### src/swb_pkg.sv
// Shared constants for the subtract-with-borrow arithmetic unit.
// Assumes an 8-bit core datapath and an APB register port.
package swb_pkg;

   localparam int unsigned DATA_W = 8;

   // Operations issued by the instruction decoder
   typedef enum logic [2:0] {
      OP_SUB_AI  = 3'h0,
      OP_SUB_AM  = 3'h1,
      OP_SUB_MA  = 3'h2,
      OP_SUBC_AM = 3'h3,
      OP_SUBC_MA = 3'h4,
      OP_SUBC_A  = 3'h5,
      OP_SUBC_M  = 3'h6,
      OP_NONE    = 3'h7
   } swb_op_t;

   typedef enum logic [3:0] {
      ST_IDLE  = 4'h1,
      ST_FETCH = 4'h2,
      ST_EXEC  = 4'h4,
      ST_DONE  = 4'h8
   } swb_state_t;

   // Register byte addresses
   localparam logic [11:0] ADDR_WREG   = 12'h000;
   localparam logic [11:0] ADDR_FLAGS  = 12'h004;
   localparam logic [11:0] ADDR_STATUS = 12'h008;

   // Flag register fields
   localparam int unsigned FLAG_Z  = 0;
   localparam int unsigned FLAG_C  = 1;
   localparam int unsigned FLAG_AC = 2;
   localparam int unsigned FLAG_OV = 3;
   localparam int unsigned FLAG_W  = 4;

   // Status register fields
   localparam int unsigned STAT_BUSY    = 0;
   localparam int unsigned STAT_ILLEGAL = 1;
   localparam int unsigned STAT_CNT_LO  = 8;
   localparam int unsigned CNT_W        = 8;

   localparam logic [7:0]        WREG_RST  = 8'h00;
   localparam logic [FLAG_W-1:0] FLAGS_RST = 4'h0;

endpackage

### src/swb_sub8.sv
// Two's-complement subtractor with borrow, half-borrow and overflow outputs.
// Purely combinational; the caller registers what it needs.
`timescale 1ns/100ps
module swb_sub8
   import swb_pkg::*;
#(
   parameter int unsigned W = DATA_W
) (
   input  wire logic [W-1:0] minuend,
   input  wire logic [W-1:0] subtrahend,
   input  wire logic         borrow_in,
   output logic      [W-1:0] diff,
   output logic              borrow_out,
   output logic              half_borrow,
   output logic              ovf,
   output logic              zero
);

   logic [W:0] sum;
   logic [4:0] low;
   logic       cin;

   // Add the complement of the subtrahend; a carry out means no borrow
   assign cin         = ~borrow_in;
   assign sum         = {1'b0, minuend} + {1'b0, ~subtrahend} + {{W{1'b0}}, cin};
   assign low         = {1'b0, minuend[3:0]} + {1'b0, ~subtrahend[3:0]} + {4'h0, cin};
   assign diff        = sum[W-1:0];
   assign borrow_out  = ~sum[W];
   assign half_borrow = ~low[4];
   assign ovf         = (minuend[W-1] != subtrahend[W-1]) && (diff[W-1] != minuend[W-1]);
   assign zero        = (diff == '0);

endmodule

### src/swb_dec.sv
// Operation decoder: turns an operation code into datapath steering.
// Assumes the code is stable while the unit holds it.
`timescale 1ns/100ps
module swb_dec
   import swb_pkg::*;
(
   input  wire logic [2:0] op,
   output logic            needs_mem,
   output logic            dst_mem,
   output logic            use_borrow,
   output logic            zero_sub,
   output logic            use_imm,
   output logic            legal
);

   always_comb begin
      needs_mem  = 1'b0;
      dst_mem    = 1'b0;
      use_borrow = 1'b0;
      zero_sub   = 1'b0;
      use_imm    = 1'b0;
      legal      = 1'b1;
      case (swb_op_t'(op))
         OP_SUB_AI: begin
            use_imm = 1'b1;
         end
         OP_SUB_AM: begin
            needs_mem = 1'b1;
         end
         OP_SUB_MA: begin
            needs_mem = 1'b1;
            dst_mem   = 1'b1;
         end
         OP_SUBC_AM: begin
            needs_mem  = 1'b1;
            use_borrow = 1'b1;
         end
         OP_SUBC_MA: begin
            needs_mem  = 1'b1;
            dst_mem    = 1'b1;
            use_borrow = 1'b1;
         end
         OP_SUBC_A: begin
            use_borrow = 1'b1;
            zero_sub   = 1'b1;
         end
         OP_SUBC_M: begin
            needs_mem  = 1'b1;
            dst_mem    = 1'b1;
            use_borrow = 1'b1;
            zero_sub   = 1'b1;
         end
         default: begin
            legal = 1'b0;
         end
      endcase
   end

endmodule

### src/swb_alu.sv
// Subtract unit of the core's arithmetic block, with an APB register port.
// Assumes data memory answers a read one cycle after mem_rd_en.
// Summary of operation
// (RULE1) Immediate subtract: working register minus literal
// (RULE2) Memory source: working register minus memory byte
// (RULE3) Memory destination: memory minus working register
// (RULE4) Subtract by adding two's complement
// (RULE5) Borrow subtract, memory source, into working register
// (RULE6) Borrow subtract, memory destination, back to memory
// (RULE7) Working register minus borrow only
// (RULE8) Memory byte minus borrow only
// (RULE9) Update zero, borrow, half-borrow, overflow flags only
// (RULE10) Borrow from bit 7; half-borrow from nibble
`timescale 1ns/100ps
module swb_alu
   import swb_pkg::*;
#(
   parameter int unsigned ADDR_W = 8
) (
   input  wire logic              pclk,
   input  wire logic              presetn,
   input  wire logic              psel,
   input  wire logic              penable,
   input  wire logic              pwrite,
   input  wire logic [11:0]       paddr,
   input  wire logic [31:0]       pwdata,
   output logic      [31:0]       prdata,
   output logic                   pready,
   output logic                   pslverr,
   input  wire logic              op_valid,
   input  wire logic [2:0]        op_code,
   input  wire logic [DATA_W-1:0] op_imm,
   input  wire logic [ADDR_W-1:0] op_addr,
   output logic                   op_ready,
   output logic                   op_done,
   output logic      [ADDR_W-1:0] mem_addr,
   output logic                   mem_rd_en,
   input  wire logic [DATA_W-1:0] mem_rd_data,
   output logic                   mem_wr_en,
   output logic      [DATA_W-1:0] mem_wr_data,
   output logic      [DATA_W-1:0] working_register,
   output logic      [FLAG_W-1:0] flags
);

   swb_state_t        state_q;
   swb_state_t        state_d;
   logic [2:0]        op_q;
   logic [DATA_W-1:0] imm_q;
   logic [ADDR_W-1:0] addr_q;
   logic [DATA_W-1:0] wreg_q;
   logic [FLAG_W-1:0] flags_q;
   logic              mem_wr_en_q;
   logic [DATA_W-1:0] mem_wr_data_q;
   logic              done_q;
   logic              illegal_q;
   logic [CNT_W-1:0]  cnt_q;
   logic [31:0]       prdata_q;
   logic              needs_mem, dst_mem, use_borrow, zero_sub, use_imm, legal;
   logic [DATA_W-1:0] operand_b;
   logic [DATA_W-1:0] minuend;
   logic [DATA_W-1:0] subtrahend;
   logic              borrow_in;
   logic [DATA_W-1:0] diff;
   logic              borrow_out, half_borrow, ovf, zero;
   logic              take_op, exec, apb_setup, apb_wr, mapped;

   ////////////////////////////////////////////////////////////////////////////
   // Operand steering

   swb_dec u_dec (
      .op         (op_q),
      .needs_mem  (needs_mem),
      .dst_mem    (dst_mem),
      .use_borrow (use_borrow),
      .zero_sub   (zero_sub),
      .use_imm    (use_imm),
      .legal      (legal)
   );

   assign operand_b  = use_imm ? imm_q : mem_rd_data;
   assign minuend    = dst_mem ? mem_rd_data : wreg_q; // RULE3 RULE6 RULE8
   assign subtrahend = zero_sub ? '0 : (dst_mem ? wreg_q : operand_b); // RULE1 RULE2 RULE7
   assign borrow_in  = use_borrow & flags_q[FLAG_C]; // RULE5 RULE6 RULE7 RULE8

   // RULE4
   swb_sub8 #(
      .W (DATA_W)
   ) u_sub (
      .minuend     (minuend),
      .subtrahend  (subtrahend),
      .borrow_in   (borrow_in),
      .diff        (diff),
      .borrow_out  (borrow_out),
      .half_borrow (half_borrow),
      .ovf         (ovf),
      .zero        (zero)
   );

   ////////////////////////////////////////////////////////////////////////////
   // Sequencing

   assign op_ready = (state_q == ST_IDLE);
   assign take_op  = op_ready & op_valid;
   assign exec     = (state_q == ST_EXEC);

   always_comb begin
      state_d = state_q;
      case (state_q)
         ST_IDLE: begin
            if (take_op) begin
               state_d = ST_FETCH;
            end
         end
         ST_FETCH: begin
            state_d = ST_EXEC;
         end
         ST_EXEC: begin
            state_d = ST_DONE;
         end
         ST_DONE: begin
            state_d = ST_IDLE;
         end
         default: begin
            state_d = ST_IDLE;
         end
      endcase
   end

   always_ff @(posedge pclk or negedge presetn) begin
      if (!presetn) begin
         state_q <= ST_IDLE;
      end else begin
         state_q <= state_d;
      end
   end

   always_ff @(posedge pclk or negedge presetn) begin
      if (!presetn) begin
         op_q   <= OP_NONE;
         imm_q  <= '0;
         addr_q <= '0;
      end else if (take_op) begin
         op_q   <= op_code;
         imm_q  <= op_imm;
         addr_q <= op_addr;
      end
   end

   // Only operations with a memory operand issue a read; the others keep the bus quiet
   assign mem_rd_en = (state_q == ST_FETCH) & needs_mem;
   assign mem_addr  = addr_q;

   ////////////////////////////////////////////////////////////////////////////
   // Result write-back; hardware beats a same-cycle software write

   assign apb_setup = psel & ~penable;
   assign apb_wr    = psel & penable & pwrite;

   always_ff @(posedge pclk or negedge presetn) begin
      if (!presetn) begin
         wreg_q <= WREG_RST;
      end else if (exec && legal && !dst_mem) begin
         wreg_q <= diff; // RULE1 RULE2 RULE5 RULE7
      end else if (apb_wr && paddr == ADDR_WREG) begin
         wreg_q <= pwdata[DATA_W-1:0];
      end
   end

   always_ff @(posedge pclk or negedge presetn) begin
      if (!presetn) begin
         flags_q <= FLAGS_RST;
      end else if (exec && legal) begin
         flags_q[FLAG_Z]  <= zero; // RULE9
         flags_q[FLAG_C]  <= borrow_out; // RULE10
         flags_q[FLAG_AC] <= half_borrow; // RULE10
         flags_q[FLAG_OV] <= ovf; // RULE9
      end else if (apb_wr && paddr == ADDR_FLAGS) begin
         flags_q <= pwdata[FLAG_W-1:0];
      end
   end

   always_ff @(posedge pclk or negedge presetn) begin
      if (!presetn) begin
         mem_wr_en_q   <= 1'b0;
         mem_wr_data_q <= '0;
      end else begin
         mem_wr_en_q <= exec & legal & dst_mem;
         if (exec && legal && dst_mem) begin
            mem_wr_data_q <= diff; // RULE3 RULE6 RULE8
         end
      end
   end

   always_ff @(posedge pclk or negedge presetn) begin
      if (!presetn) begin
         done_q <= 1'b0;
      end else begin
         done_q <= exec;
      end
   end

   // Counter wraps; it is a coarse activity indicator only
   always_ff @(posedge pclk or negedge presetn) begin
      if (!presetn) begin
         cnt_q <= '0;
      end else if (exec && legal) begin
         cnt_q <= cnt_q + 1'b1;
      end
   end

   // Sticky; a new illegal code wins over a same-cycle clear
   always_ff @(posedge pclk or negedge presetn) begin
      if (!presetn) begin
         illegal_q <= 1'b0;
      end else if (exec && !legal) begin
         illegal_q <= 1'b1;
      end else if (apb_wr && paddr == ADDR_STATUS && pwdata[STAT_ILLEGAL]) begin
         illegal_q <= 1'b0;
      end
   end

   assign op_done          = done_q;
   assign mem_wr_en        = mem_wr_en_q;
   assign mem_wr_data      = mem_wr_data_q;
   assign working_register = wreg_q;
   assign flags            = flags_q;

   ////////////////////////////////////////////////////////////////////////////
   // APB slave: zero wait states, read data captured in the setup cycle

   assign mapped  = (paddr == ADDR_WREG) || (paddr == ADDR_FLAGS) || (paddr == ADDR_STATUS);
   assign pready  = 1'b1;
   assign pslverr = psel & penable & ~mapped;
   assign prdata  = prdata_q;

   always_ff @(posedge pclk or negedge presetn) begin
      if (!presetn) begin
         prdata_q <= '0;
      end else if (apb_setup) begin
         prdata_q <= '0;
         if (paddr == ADDR_WREG) begin
            prdata_q[DATA_W-1:0] <= wreg_q;
         end else if (paddr == ADDR_FLAGS) begin
            prdata_q[FLAG_W-1:0] <= flags_q;
         end else if (paddr == ADDR_STATUS) begin
            prdata_q[STAT_BUSY]                       <= ~op_ready;
            prdata_q[STAT_ILLEGAL]                    <= illegal_q;
            prdata_q[STAT_CNT_LO +: CNT_W]            <= cnt_q;
         end
      end
   end
endmodule

### config.mk
export PLATFORM = sky130hd
export DESIGN_NAME = swb_alu
export DESIGN_NICKNAME = d
export VERILOG_FILES = /design/src/swb_pkg.sv /design/src/swb_sub8.sv /design/src/swb_dec.sv /design/src/swb_alu.sv
export SDC_FILE = /design/constraint.sdc
export NUM_CORES = 1
export LEC_CHECK = 0
export ABC_CLOCK_PERIOD_IN_PS = 9060
export BUFFER_PORTS_ARGS = -buffer_cell sky130_fd_sc_hd__buf_2
export CAP_MARGIN = 40
export CORE_UTILIZATION = 40
export DETAILED_ROUTE_END_ITERATION = 10
export GPL_ROUTABILITY_DRIVEN = 0
export PLACE_DENSITY = 0.74
export RECOVER_POWER = 100
export SLEW_MARGIN = 5
export SYNTH_ARGS = -nofsm -noshare
export SYNTH_HDL_FRONTEND = slang
export SYNTH_SLANG_ARGS = --single-unit
### constraint.sdc
create_clock -name pclk -period 9.06 [get_ports pclk]
set_input_delay 1.359 -clock pclk [delete_from_list [all_inputs] [get_ports pclk]]
set_output_delay 1.359 -clock pclk [all_outputs]
set_load 0.01 [all_outputs]
==> flow_summary.html, run 1 <==
<table>
<tr><th>Metric</th><th>Value</th></tr>
<tr><th colspan="2">Run status</th></tr>
<tr><td>Run status</td><td>complete, but fails checks</td></tr>
<tr><td>Violated checks</td><td>max-capacitance violations, max-slew violations</td></tr>
<tr><th colspan="2">Clocking</th></tr>
<tr><td>Number of clock buffers inserted by TritonCTS</td><td>9</td></tr>
<tr><td>Total of hold buffers inserted after clock tree synthesis</td><td>0</td></tr>
<tr><td>Clk Latency, worst-skew pair</td><td>about 0.35 ns</td></tr>
<tr><td>CTS tree</td><td>done</td></tr>
<tr><td>Clock edge transition at the registers on the reported setup and hold paths</td><td>around 0.080 ns</td></tr>
<tr><td>Number of gates given a new drive strength after cts</td><td>0</td></tr>
<tr><td>Count of buffers added by post-CTS timing repair for setup</td><td>0</td></tr>
<tr><td>Total number of clock tree sinks</td><td>70</td></tr>
<tr><td>Deepest clock path buffer count</td><td>2</td></tr>
<tr><td>Clock Tree Root</td><td>sky130_fd_sc_hd__clkbuf_8</td></tr>
<tr><td>Number of levels the H-tree was split into</td><td>3</td></tr>
<tr><th colspan="2">Critical path</th></tr>
<tr><td>Critical path data required time</td><td>slightly below 8 ns</td></tr>
<tr><td>Category of the critical setup timing path</td><td>in2out</td></tr>
<tr><td>Top fanout value on the critical path</td><td>10</td></tr>
<tr><td>Critical path data arrival time</td><td>approximately 3.4 ns</td></tr>
<tr><td>Critical path launch point type</td><td>primary input</td></tr>
<tr><td>Crit. End Element</td><td>output port</td></tr>
<tr><td>Flop2flop setup slack</td><td>between 5 and 6 ns</td></tr>
<tr><th colspan="2">Layout</th></tr>
<tr><td>Antenna diodes</td><td>0</td></tr>
<tr><td>Share of final-layout standard cells stronger than drive strength 1</td><td>21.38%</td></tr>
<tr><td>Area delta synth-&gt;final</td><td>16.07%</td></tr>
<tr><td>Most common cell after layout, fill and taps aside</td><td>sky130_fd_sc_hd__dfrtp_1</td></tr>
<tr><td>Final #Nets</td><td>559</td></tr>
<tr><td>Final design area excluding fillers</td><td>4582 sq um</td></tr>
<tr><td>Final standard cell utilization of the core</td><td>between 40% and 50%</td></tr>
<tr><td>Commonest non-fill, non-tap cells in the layout</td><td>sky130_fd_sc_hd__dfrtp_1 (66), sky130_fd_sc_hd__buf_2 (52), sky130_fd_sc_hd__clkbuf_1 (51), sky130_fd_sc_hd__nand2_1 (46), sky130_fd_sc_hd__mux2_2 (28)</td></tr>
<tr><td>Fin cells</td><td>606</td></tr>
<tr><th colspan="2">Pwr</th></tr>
<tr><td>Leak Pwr</td><td>about 2.0 nW</td></tr>
<tr><td>PwrDens</td><td>365.3 nW/um^2</td></tr>
<tr><td>Peak supply drop</td><td>183.6 uV</td></tr>
<tr><td>Post-layout power</td><td>1.674 mW</td></tr>
<tr><th colspan="2">Route</th></tr>
<tr><td>Ratio of routed vias to standard cells</td><td>a little over 5</td></tr>
<tr><td>Number of iterations in the first detailed-routing pass</td><td>4</td></tr>
<tr><td>Vias</td><td>about 3100</td></tr>
<tr><td>Count of unresolved DRC violations after routing</td><td>0</td></tr>
<tr><td>Count of routing violations after the opening detailed-route iteration</td><td>between 100 and 150</td></tr>
<tr><td>Detail Route Antenna Nets</td><td>0</td></tr>
<tr><td>Post-detailed-route wirelength per cell</td><td>roughly 15 um</td></tr>
<tr><td>Routed Wire Length</td><td>8.986 mm</td></tr>
<tr><th colspan="2">Floorplan</th></tr>
<tr><td>Die extent in x</td><td>between 100 and 150 um</td></tr>
<tr><td>Area enclosed by the die boundary</td><td>approximately 10000 sq um</td></tr>
<tr><td>Std-Cell Rows</td><td>35</td></tr>
<tr><td>Die span in y</td><td>101.3 um</td></tr>
<tr><td>Initial standard-cell utilization of the core</td><td>41.93%</td></tr>
<tr><td>Area of the placeable core</td><td>roughly 9400 sq um</td></tr>
<tr><td>Ports placed on the boundary</td><td>approximately 140</td></tr>
<tr><th colspan="2">Synth</th></tr>
<tr><td>Number of standard cells after synthesis</td><td>approximately 380</td></tr>
<tr><td>Count of different cell masters after synthesis</td><td>54</td></tr>
<tr><td>Asr flop ratio synth</td><td>100.0%</td></tr>
<tr><td>Post-synthesis cell area</td><td>~3900 sq um</td></tr>
<tr><td>Count of synthesis-stage warnings from yosys</td><td>0</td></tr>
<tr><td>Avg Synthesized Cell Area</td><td>between 10 and 15 sq um</td></tr>
<tr><td>Primary flip-flop cell chosen by synthesis mapping</td><td>sky130_fd_sc_hd__dfrtp_1</td></tr>
<tr><td>Sequential-to-total area share from yosys stat</td><td>between 40 and 50%</td></tr>
<tr><td>Count of flip-flops with a built-in enable after synthesis</td><td>0</td></tr>
<tr><td>Register bit count reported by yosys</td><td>70</td></tr>
<tr><th colspan="2">STA</th></tr>
<tr><td>Setup tns final</td><td>0 ns</td></tr>
<tr><td>Maximum clock rate</td><td>around 210 MHz</td></tr>
<tr><td>Final setup fails</td><td>0</td></tr>
<tr><td>Post-layout min period</td><td>4.712 ns</td></tr>
<tr><td>Worst slew margin relative to its limit</td><td>-87.55%</td></tr>
<tr><td>Final clock period utilization by the worst path</td><td>52.01%</td></tr>
<tr><td>Final Skew</td><td>0.01456 ns</td></tr>
<tr><td>RSZ-0062 raised after global routing</td><td>no</td></tr>
<tr><td>Final Hold Viols</td><td>0</td></tr>
<tr><td>Number of max-slew violations in the final report</td><td>64</td></tr>
<tr><td>Actual slew at the worst max-slew pin</td><td>2.813 ns</td></tr>
<tr><th colspan="2">GRT</th></tr>
<tr><td>Total global routing track utilization</td><td>between 10% and 20%</td></tr>
<tr><td>Vias in the first global route</td><td>~2900</td></tr>
<tr><td>Aggregate global routing overflow</td><td>0</td></tr>
<tr><td>First-pass GRT wire length</td><td>around 14 mm</td></tr>
<tr><td>Pin count of the biggest net entering global routing</td><td>55</td></tr>
<tr><td>Initial antenna violation count</td><td>0</td></tr>
<tr><th colspan="2">Placement</th></tr>
<tr><td>Estimated wirelength of the detail-placed design</td><td>6.819 mm</td></tr>
<tr><td>Total cell area at the placement stage</td><td>around 4500 sq um</td></tr>
<tr><td>Inst Count DP</td><td>590</td></tr>
<tr><td>Input/output buffers</td><td>between 100 and 150</td></tr>
<tr><th colspan="2">Min path</th></tr>
<tr><td>Worst min-delay path category</td><td>reg2reg</td></tr>
<tr><th colspan="2">Run</th></tr>
<tr><td>Max-capacitance violation count</td><td>2</td></tr>
</table>
[state kept, by name (all words and copies together) (netlist names)]
signal and cells:
cnt_q 8, flags 4, illegal_q 1, imm_q 8, mem_addr 8, mem_wr_data 8
mem_wr_en 1, op_done 1, op_q 3, prdata 16, state_q 4, working_register 8
[worst max-delay path, cell delays in order]
cell and delay, ns:
sky130_fd_sc_hd__buf_2 0.10, sky130_fd_sc_hd__nor4_1 0.53, sky130_fd_sc_hd__nand3_4 0.20, sky130_fd_sc_hd__nor3b_1 0.89
sky130_fd_sc_hd__nor3_1 0.10, sky130_fd_sc_hd__clkbuf_1 0.17
[cell type report]
cell class,instances,area [sq um]
clock buffers,9,123.9
clock inverters,7,102.6
fillers,918,4833
inverters,7,26.28
multi-input cells,280,1944
flip-flops and latches,70,1757
well taps,129,161.4
repair buffers,104,466.7
[kinds of logic (layout without fill, tap and decap cells)]
group           Yosys count  after routing  share of synthesized area, %
fa+ha+maj                10             10                         3.550
other cells               2             17                        0.1902
flops                    70             70                         44.50
xor+xnor                 11             11                         2.441
simple gates            114            114                         16.64
compound gates           80             80                         13.53
mux                      48             48                         13.06
buf+inv                  42            127                         6.086
[synthesized netlist by cell type (3+ instances only)]
master	count	share of area [%]
sky130_fd_sc_hd__o22ai_1	3	0.48
sky130_fd_sc_hd__a21oi_1	10	1.3
sky130_fd_sc_hd__inv_1	7	0.67
sky130_fd_sc_hd__ha_1	8	2.5
sky130_fd_sc_hd__nand2_1	46	4.4
sky130_fd_sc_hd__nand3_1	4	0.51
sky130_fd_sc_hd__buf_2	6	0.76
sky130_fd_sc_hd__a21boi_0	3	0.57
sky130_fd_sc_hd__mux2_2	28	8.0
sky130_fd_sc_hd__xnor2_1	9	2.0
sky130_fd_sc_hd__nand2b_1	7	1.1
sky130_fd_sc_hd__a221oi_1	5	1.1
sky130_fd_sc_hd__nand4_1	5	0.79
sky130_fd_sc_hd__buf_4	18	3.4
sky130_fd_sc_hd__dfstp_2	4	2.7
sky130_fd_sc_hd__and3_1	3	0.48
sky130_fd_sc_hd__and2_1	3	0.48
sky130_fd_sc_hd__nor2_1	19	1.8
sky130_fd_sc_hd__mux2i_1	20	5.1
sky130_fd_sc_hd__a22o_1	9	2.0
sky130_fd_sc_hd__nor3_1	9	1.1
sky130_fd_sc_hd__a22oi_1	6	1.1
sky130_fd_sc_hd__a211oi_1	3	0.57
sky130_fd_sc_hd__dfrtp_1	66	42
sky130_fd_sc_hd__o31ai_1	3	0.57
sky130_fd_sc_hd__clkbuf_1	10	0.95
sky130_fd_sc_hd__o21ai_0	26	3.3
[layer usage]
metal | vias up | global-route usage, % | part of all wire [%]
li1 | 1512 | - | -
met3 | 15 | 4.141 | 5.7
met1 | 1467 | 24.35 | 48
met5 | - | 0 | 0
met2 | 121 | 28.52 | 44
met4 | 0 | 6.243 | 1.5
[final timing paths]
| kind | from | end | depth (start not counted) |
|---|---|---|---|
| setup reg to reg | op_q[0] | flags[0] | 10 |
| hold reg to reg | cnt_q[7] | cnt_q[7] | 1 |
| setup / recovery | paddr[5] | pslverr | 6 |
| max in group asynchronous | presetn | imm_q[0] | 3 |
| min in group asynchronous | presetn | flags[2] | 2 |
| hold / removal | cnt_q[7] | cnt_q[7] | 1 |
[through the flow]
| step | setup WS (ns) | hold WS [ns] |
|---|---|---|
| final | 4.348 | 0.4850 |
| after floorplan | 5.387 | 0.4453 |
| after detailed placement | 5.011 | 0.4666 |
| after global placement | 5.050 | 0.4576 |
| after CTS | 5.003 | 0.4819 |
| after global routing | 3.907 | 0.5085 |
[report_power, final]
part           internal, mW  leakage (nW)  switching [mW]  total, mW
registers             0.412         0.873           0.119      0.531
clock network         0.158         0.111           0.129      0.287
logic                 0.375          1.04           0.481      0.856
Power figures use the tool's default switching activity.
==> inputs of run 2 (changes only) <==
Settings changed: ABC_AREA set to 1, ABC_CLOCK_PERIOD_IN_PS 9060 to 4700.
Clock period 9.06 ns to 4.7 ns, I/O delays scaled along.
==> flow_summary.html, run 2 <==
<table>
<tr><th>Metric</th><th>Value</th></tr>
<tr><th colspan="2">STA</th></tr>
<tr><td>Actual slew at the worst max-slew pin</td><td>1.598 ns</td></tr>
<tr><td>RSZ-0062 raised after global routing</td><td>no</td></tr>
<tr><td>Final Skew</td><td>between 0.01 and 0.015 ns</td></tr>
<tr><td>Worst slew margin relative to its limit</td><td>-6.549%</td></tr>
<tr><td>Final setup fails</td><td>0</td></tr>
<tr><td>Post-layout min period</td><td>about 3.2 ns</td></tr>
<tr><td>Final Hold Viols</td><td>0</td></tr>
<tr><td>Final clock period utilization by the worst path</td><td>approximately two thirds</td></tr>
<tr><td>Setup tns final</td><td>0 ns</td></tr>
<tr><td>Number of max-slew violations in the final report</td><td>31</td></tr>
<tr><td>Maximum clock rate</td><td>~310 MHz</td></tr>
<tr><th colspan="2">Clocking</th></tr>
<tr><td>CTS tree</td><td>done</td></tr>
<tr><td>Number of clock buffers inserted by TritonCTS</td><td>9</td></tr>
<tr><td>Clk Latency, worst-skew pair</td><td>0.36 ns</td></tr>
<tr><td>Clock edge transition at the registers on the reported setup and hold paths</td><td>roughly 0.08 ns</td></tr>
<tr><td>Clock Tree Root</td><td>sky130_fd_sc_hd__clkbuf_8</td></tr>
<tr><td>Total number of clock tree sinks</td><td>70</td></tr>
<tr><td>Deepest clock path buffer count</td><td>2</td></tr>
<tr><td>Count of buffers added by post-CTS timing repair for setup</td><td>0</td></tr>
<tr><td>Number of gates given a new drive strength after cts</td><td>0</td></tr>
<tr><td>Total of hold buffers inserted after clock tree synthesis</td><td>0</td></tr>
<tr><td>Number of levels the H-tree was split into</td><td>3</td></tr>
<tr><th colspan="2">Critical path</th></tr>
<tr><td>Top Family by Delay on Critical Path</td><td>adder cells</td></tr>
<tr><td>Critical path launch point type</td><td>flop</td></tr>
<tr><td>Master of the slowest instance on the critical path</td><td>sky130_fd_sc_hd__o21ai_4</td></tr>
<tr><td>Cell depth of the worst setup path</td><td>11</td></tr>
<tr><td>Critical path data required time</td><td>4.98 ns</td></tr>
<tr><td>Buffers plus inverters on the worst setup path</td><td>0</td></tr>
<tr><td>Peak per-stage delay on the critical path</td><td>~0.59 ns</td></tr>
<tr><td>Top fanout value on the critical path</td><td>26</td></tr>
<tr><td>Category of the critical setup timing path</td><td>reg2reg</td></tr>
<tr><td>CP Cell Sequence</td><td>o21ai_4 -&gt; o21ai_0 -&gt; fa_1 -&gt; fa_1 -&gt; nand2_1 -&gt; nand3b_1 -&gt; nor2_1 -&gt; nand3_1 -&gt; nor2_1 -&gt; nand2_1 -&gt; a21oi_1</td></tr>
<tr><td>Crit. End Element</td><td>flop</td></tr>
<tr><td>Reg2Reg Depth</td><td>11</td></tr>
<tr><td>Critical path data arrival time</td><td>3.47 ns</td></tr>
<tr><th colspan="2">Synth</th></tr>
<tr><td>Register bit count reported by yosys</td><td>70</td></tr>
<tr><td>Avg Synthesized Cell Area</td><td>8.050 sq um</td></tr>
<tr><td>Number of standard cells after synthesis</td><td>491</td></tr>
<tr><td>Primary flip-flop cell chosen by synthesis mapping</td><td>sky130_fd_sc_hd__dfrtp_1</td></tr>
<tr><td>Dominant cell type by area after synthesis</td><td>sky130_fd_sc_hd__dfrtp_1</td></tr>
<tr><td>Most instantiated cells after synthesis</td><td>sky130_fd_sc_hd__nand2_1 (155), sky130_fd_sc_hd__dfrtp_1 (66), sky130_fd_sc_hd__inv_1 (50)</td></tr>
<tr><td>Asr flop ratio synth</td><td>100.0%</td></tr>
<tr><td>Sequential-to-total area share from yosys stat</td><td>44.44%</td></tr>
<tr><td>Share of the synthesized area in the top cell type</td><td>between 40% and 50%</td></tr>
<tr><td>Synth top area cells</td><td>sky130_fd_sc_hd__dfrtp_1 (42%), sky130_fd_sc_hd__nand2_1 (15%), sky130_fd_sc_hd__inv_1 (4.7%)</td></tr>
<tr><td>Count of different cell masters after synthesis</td><td>46</td></tr>
<tr><td>Post-synthesis cell area</td><td>3953 sq um</td></tr>
<tr><td>Count of synthesis-stage warnings from yosys</td><td>0</td></tr>
<tr><td>Top-count cell post-synth</td><td>sky130_fd_sc_hd__nand2_1</td></tr>
<tr><td>Count of flip-flops with a built-in enable after synthesis</td><td>0</td></tr>
<tr><th colspan="2">Route</th></tr>
<tr><td>Count of routing violations after the opening detailed-route iteration</td><td>around 210</td></tr>
<tr><td>Routed Wire Length</td><td>between 9 and 10 mm</td></tr>
<tr><td>Number of iterations in the first detailed-routing pass</td><td>5</td></tr>
<tr><td>Count of unresolved DRC violations after routing</td><td>0</td></tr>
<tr><td>Detail Route Antenna Nets</td><td>0</td></tr>
<tr><td>Ratio of routed vias to standard cells</td><td>5.026</td></tr>
<tr><td>Vias</td><td>approximately 3600</td></tr>
<tr><td>Post-detailed-route wirelength per cell</td><td>roughly 14 um</td></tr>
<tr><th colspan="2">Placement</th></tr>
<tr><td>Estimated wirelength of the detail-placed design</td><td>7.646 mm</td></tr>
<tr><td>Input/output buffers</td><td>about 100</td></tr>
<tr><td>Inst Count DP</td><td>709</td></tr>
<tr><th colspan="2">Run status</th></tr>
<tr><td>Run status</td><td>complete, but fails checks</td></tr>
<tr><td>Violated checks</td><td>max-capacitance violations, max-slew violations</td></tr>
<tr><th colspan="2">Layout</th></tr>
<tr><td>Final standard cell utilization of the core</td><td>approximately 48%</td></tr>
<tr><td>Commonest non-fill, non-tap cells in the layout</td><td>sky130_fd_sc_hd__nand2_1 (158), sky130_fd_sc_hd__dfrtp_1 (66), sky130_fd_sc_hd__clkbuf_1 (51), sky130_fd_sc_hd__inv_1 (50), sky130_fd_sc_hd__buf_2 (50)</td></tr>
<tr><td>Most common cell after layout, fill and taps aside</td><td>sky130_fd_sc_hd__nand2_1</td></tr>
<tr><td>Fin cells</td><td>about 730</td></tr>
<tr><td>Filler instances</td><td>just under 1000</td></tr>
<tr><td>Multi-input combinational cell area</td><td>roughly 1800 sq um</td></tr>
<tr><td>Share of final-layout standard cells stronger than drive strength 1</td><td>between 10% and 20%</td></tr>
<tr><td>Final #Nets</td><td>678</td></tr>
<tr><td>Number of flip-flops in the largest register</td><td>16</td></tr>
<tr><td>Area delta synth-&gt;final</td><td>15.16%</td></tr>
<tr><td>Storage cell area</td><td>between 1500 and 2000 sq um</td></tr>
<tr><td>Antenna diodes</td><td>0</td></tr>
<tr><th colspan="2">Run</th></tr>
<tr><td>Max-capacitance violation count</td><td>1</td></tr>
<tr><th colspan="2">Floorplan</th></tr>
<tr><td>Area of the placeable core</td><td>~9400 sq um</td></tr>
<tr><td>Std-Cell Rows</td><td>35</td></tr>
<tr><td>Initial standard-cell utilization of the core</td><td>41.98%</td></tr>
<tr><td>Die extent in x</td><td>101.4 um</td></tr>
<tr><td>Area enclosed by the die boundary</td><td>between 10000 and 15000 sq um</td></tr>
<tr><td>Ports placed on the boundary</td><td>between 100 and 150</td></tr>
<tr><td>Die span in y</td><td>around 100 um</td></tr>
<tr><th colspan="2">Pwr</th></tr>
<tr><td>Leak Pwr</td><td>2.326 nW</td></tr>
<tr><td>PwrDens</td><td>726.5 nW/um^2</td></tr>
<tr><td>Peak supply drop</td><td>342.2 uV</td></tr>
<tr><td>Post-layout power</td><td>about 3.3 mW</td></tr>
<tr><th colspan="2">GRT</th></tr>
<tr><td>Aggregate global routing overflow</td><td>0</td></tr>
<tr><td>First-pass GRT wire length</td><td>15.90 mm</td></tr>
<tr><td>Total global routing track utilization</td><td>roughly a fifth</td></tr>
<tr><td>Pin count of the biggest net entering global routing</td><td>between 40 and 50</td></tr>
<tr><td>Initial antenna violation count</td><td>0</td></tr>
<tr><td>Vias in the first global route</td><td>roughly 3400</td></tr>
<tr><th colspan="2">Min path</th></tr>
<tr><td>Worst min-delay path category</td><td>reg2reg</td></tr>
<tr><td>Number of cells on the worst hold path</td><td>1</td></tr>
</table>
==> run 2: area by class of cell <==
class	count	share of cell area (%)
multi-input cells	356	39.42
clock inverters	4	0.6322
well taps	129	3.546
inverters	52	4.316
repair buffers	102	9.868
flip-flops and latches	70	38.59
clock buffers	12	3.628
==> run 2: kinds of logic after synthesis <==
group	after synthesis	synth area share, %
buffers and inverters	80	9.813
xor gates and xnor gates	7	1.551
AOI/OAI and AO/OA	76	12.19
DFF	70	44.44
and+or+nand+nor	246	28.27
other	2	0.1900
adders and majority gates	10	3.546
==> run 2: path summary, 6_finish.rpt <==
path / slack [ns] / to / startpoint
max in group asynchronous: 2.67 / op_q[0] / presetn
worst max register to register: 1.52 / flags[0] / op_q[2]
worst min register to register: 0.47 / cnt_q[6] / cnt_q[6]
worst min-delay path: 0.47 / cnt_q[6] / cnt_q[6]
min in group asynchronous: 0.75 / prdata[13] / presetn
worst max-delay path: 1.52 / flags[0] / op_q[2]
==> run 2: layer usage <==
layer  vias to the layer above  track usage [%]  share of wire (%)
li1                       1756                -                  -
met1                      1723            27.64                 46
met2                       151            32.13                 46
met3                        14            3.382                6.2
met4                         0            8.250                1.5
met5                         -                0                  0
==> run 2: per-stage QoR <==
step	worst slack (ns)	instance area (sq um)	hold slack [ns]
floorplan	1.866	4009	0.4094
global placement	1.683	4492	0.4563
detailed placement	1.630	4492	0.4565
CTS	1.598	4686	0.3900
global route	1.285	4552	0.4955
finish	1.517	4552	0.4713
==> run 2: where the power goes <==
group | internal (mW) | switching [mW]
sequential | 0.787 | 0.159
combinational | 0.635 | 1.26
clock | 0.236 | 0.235
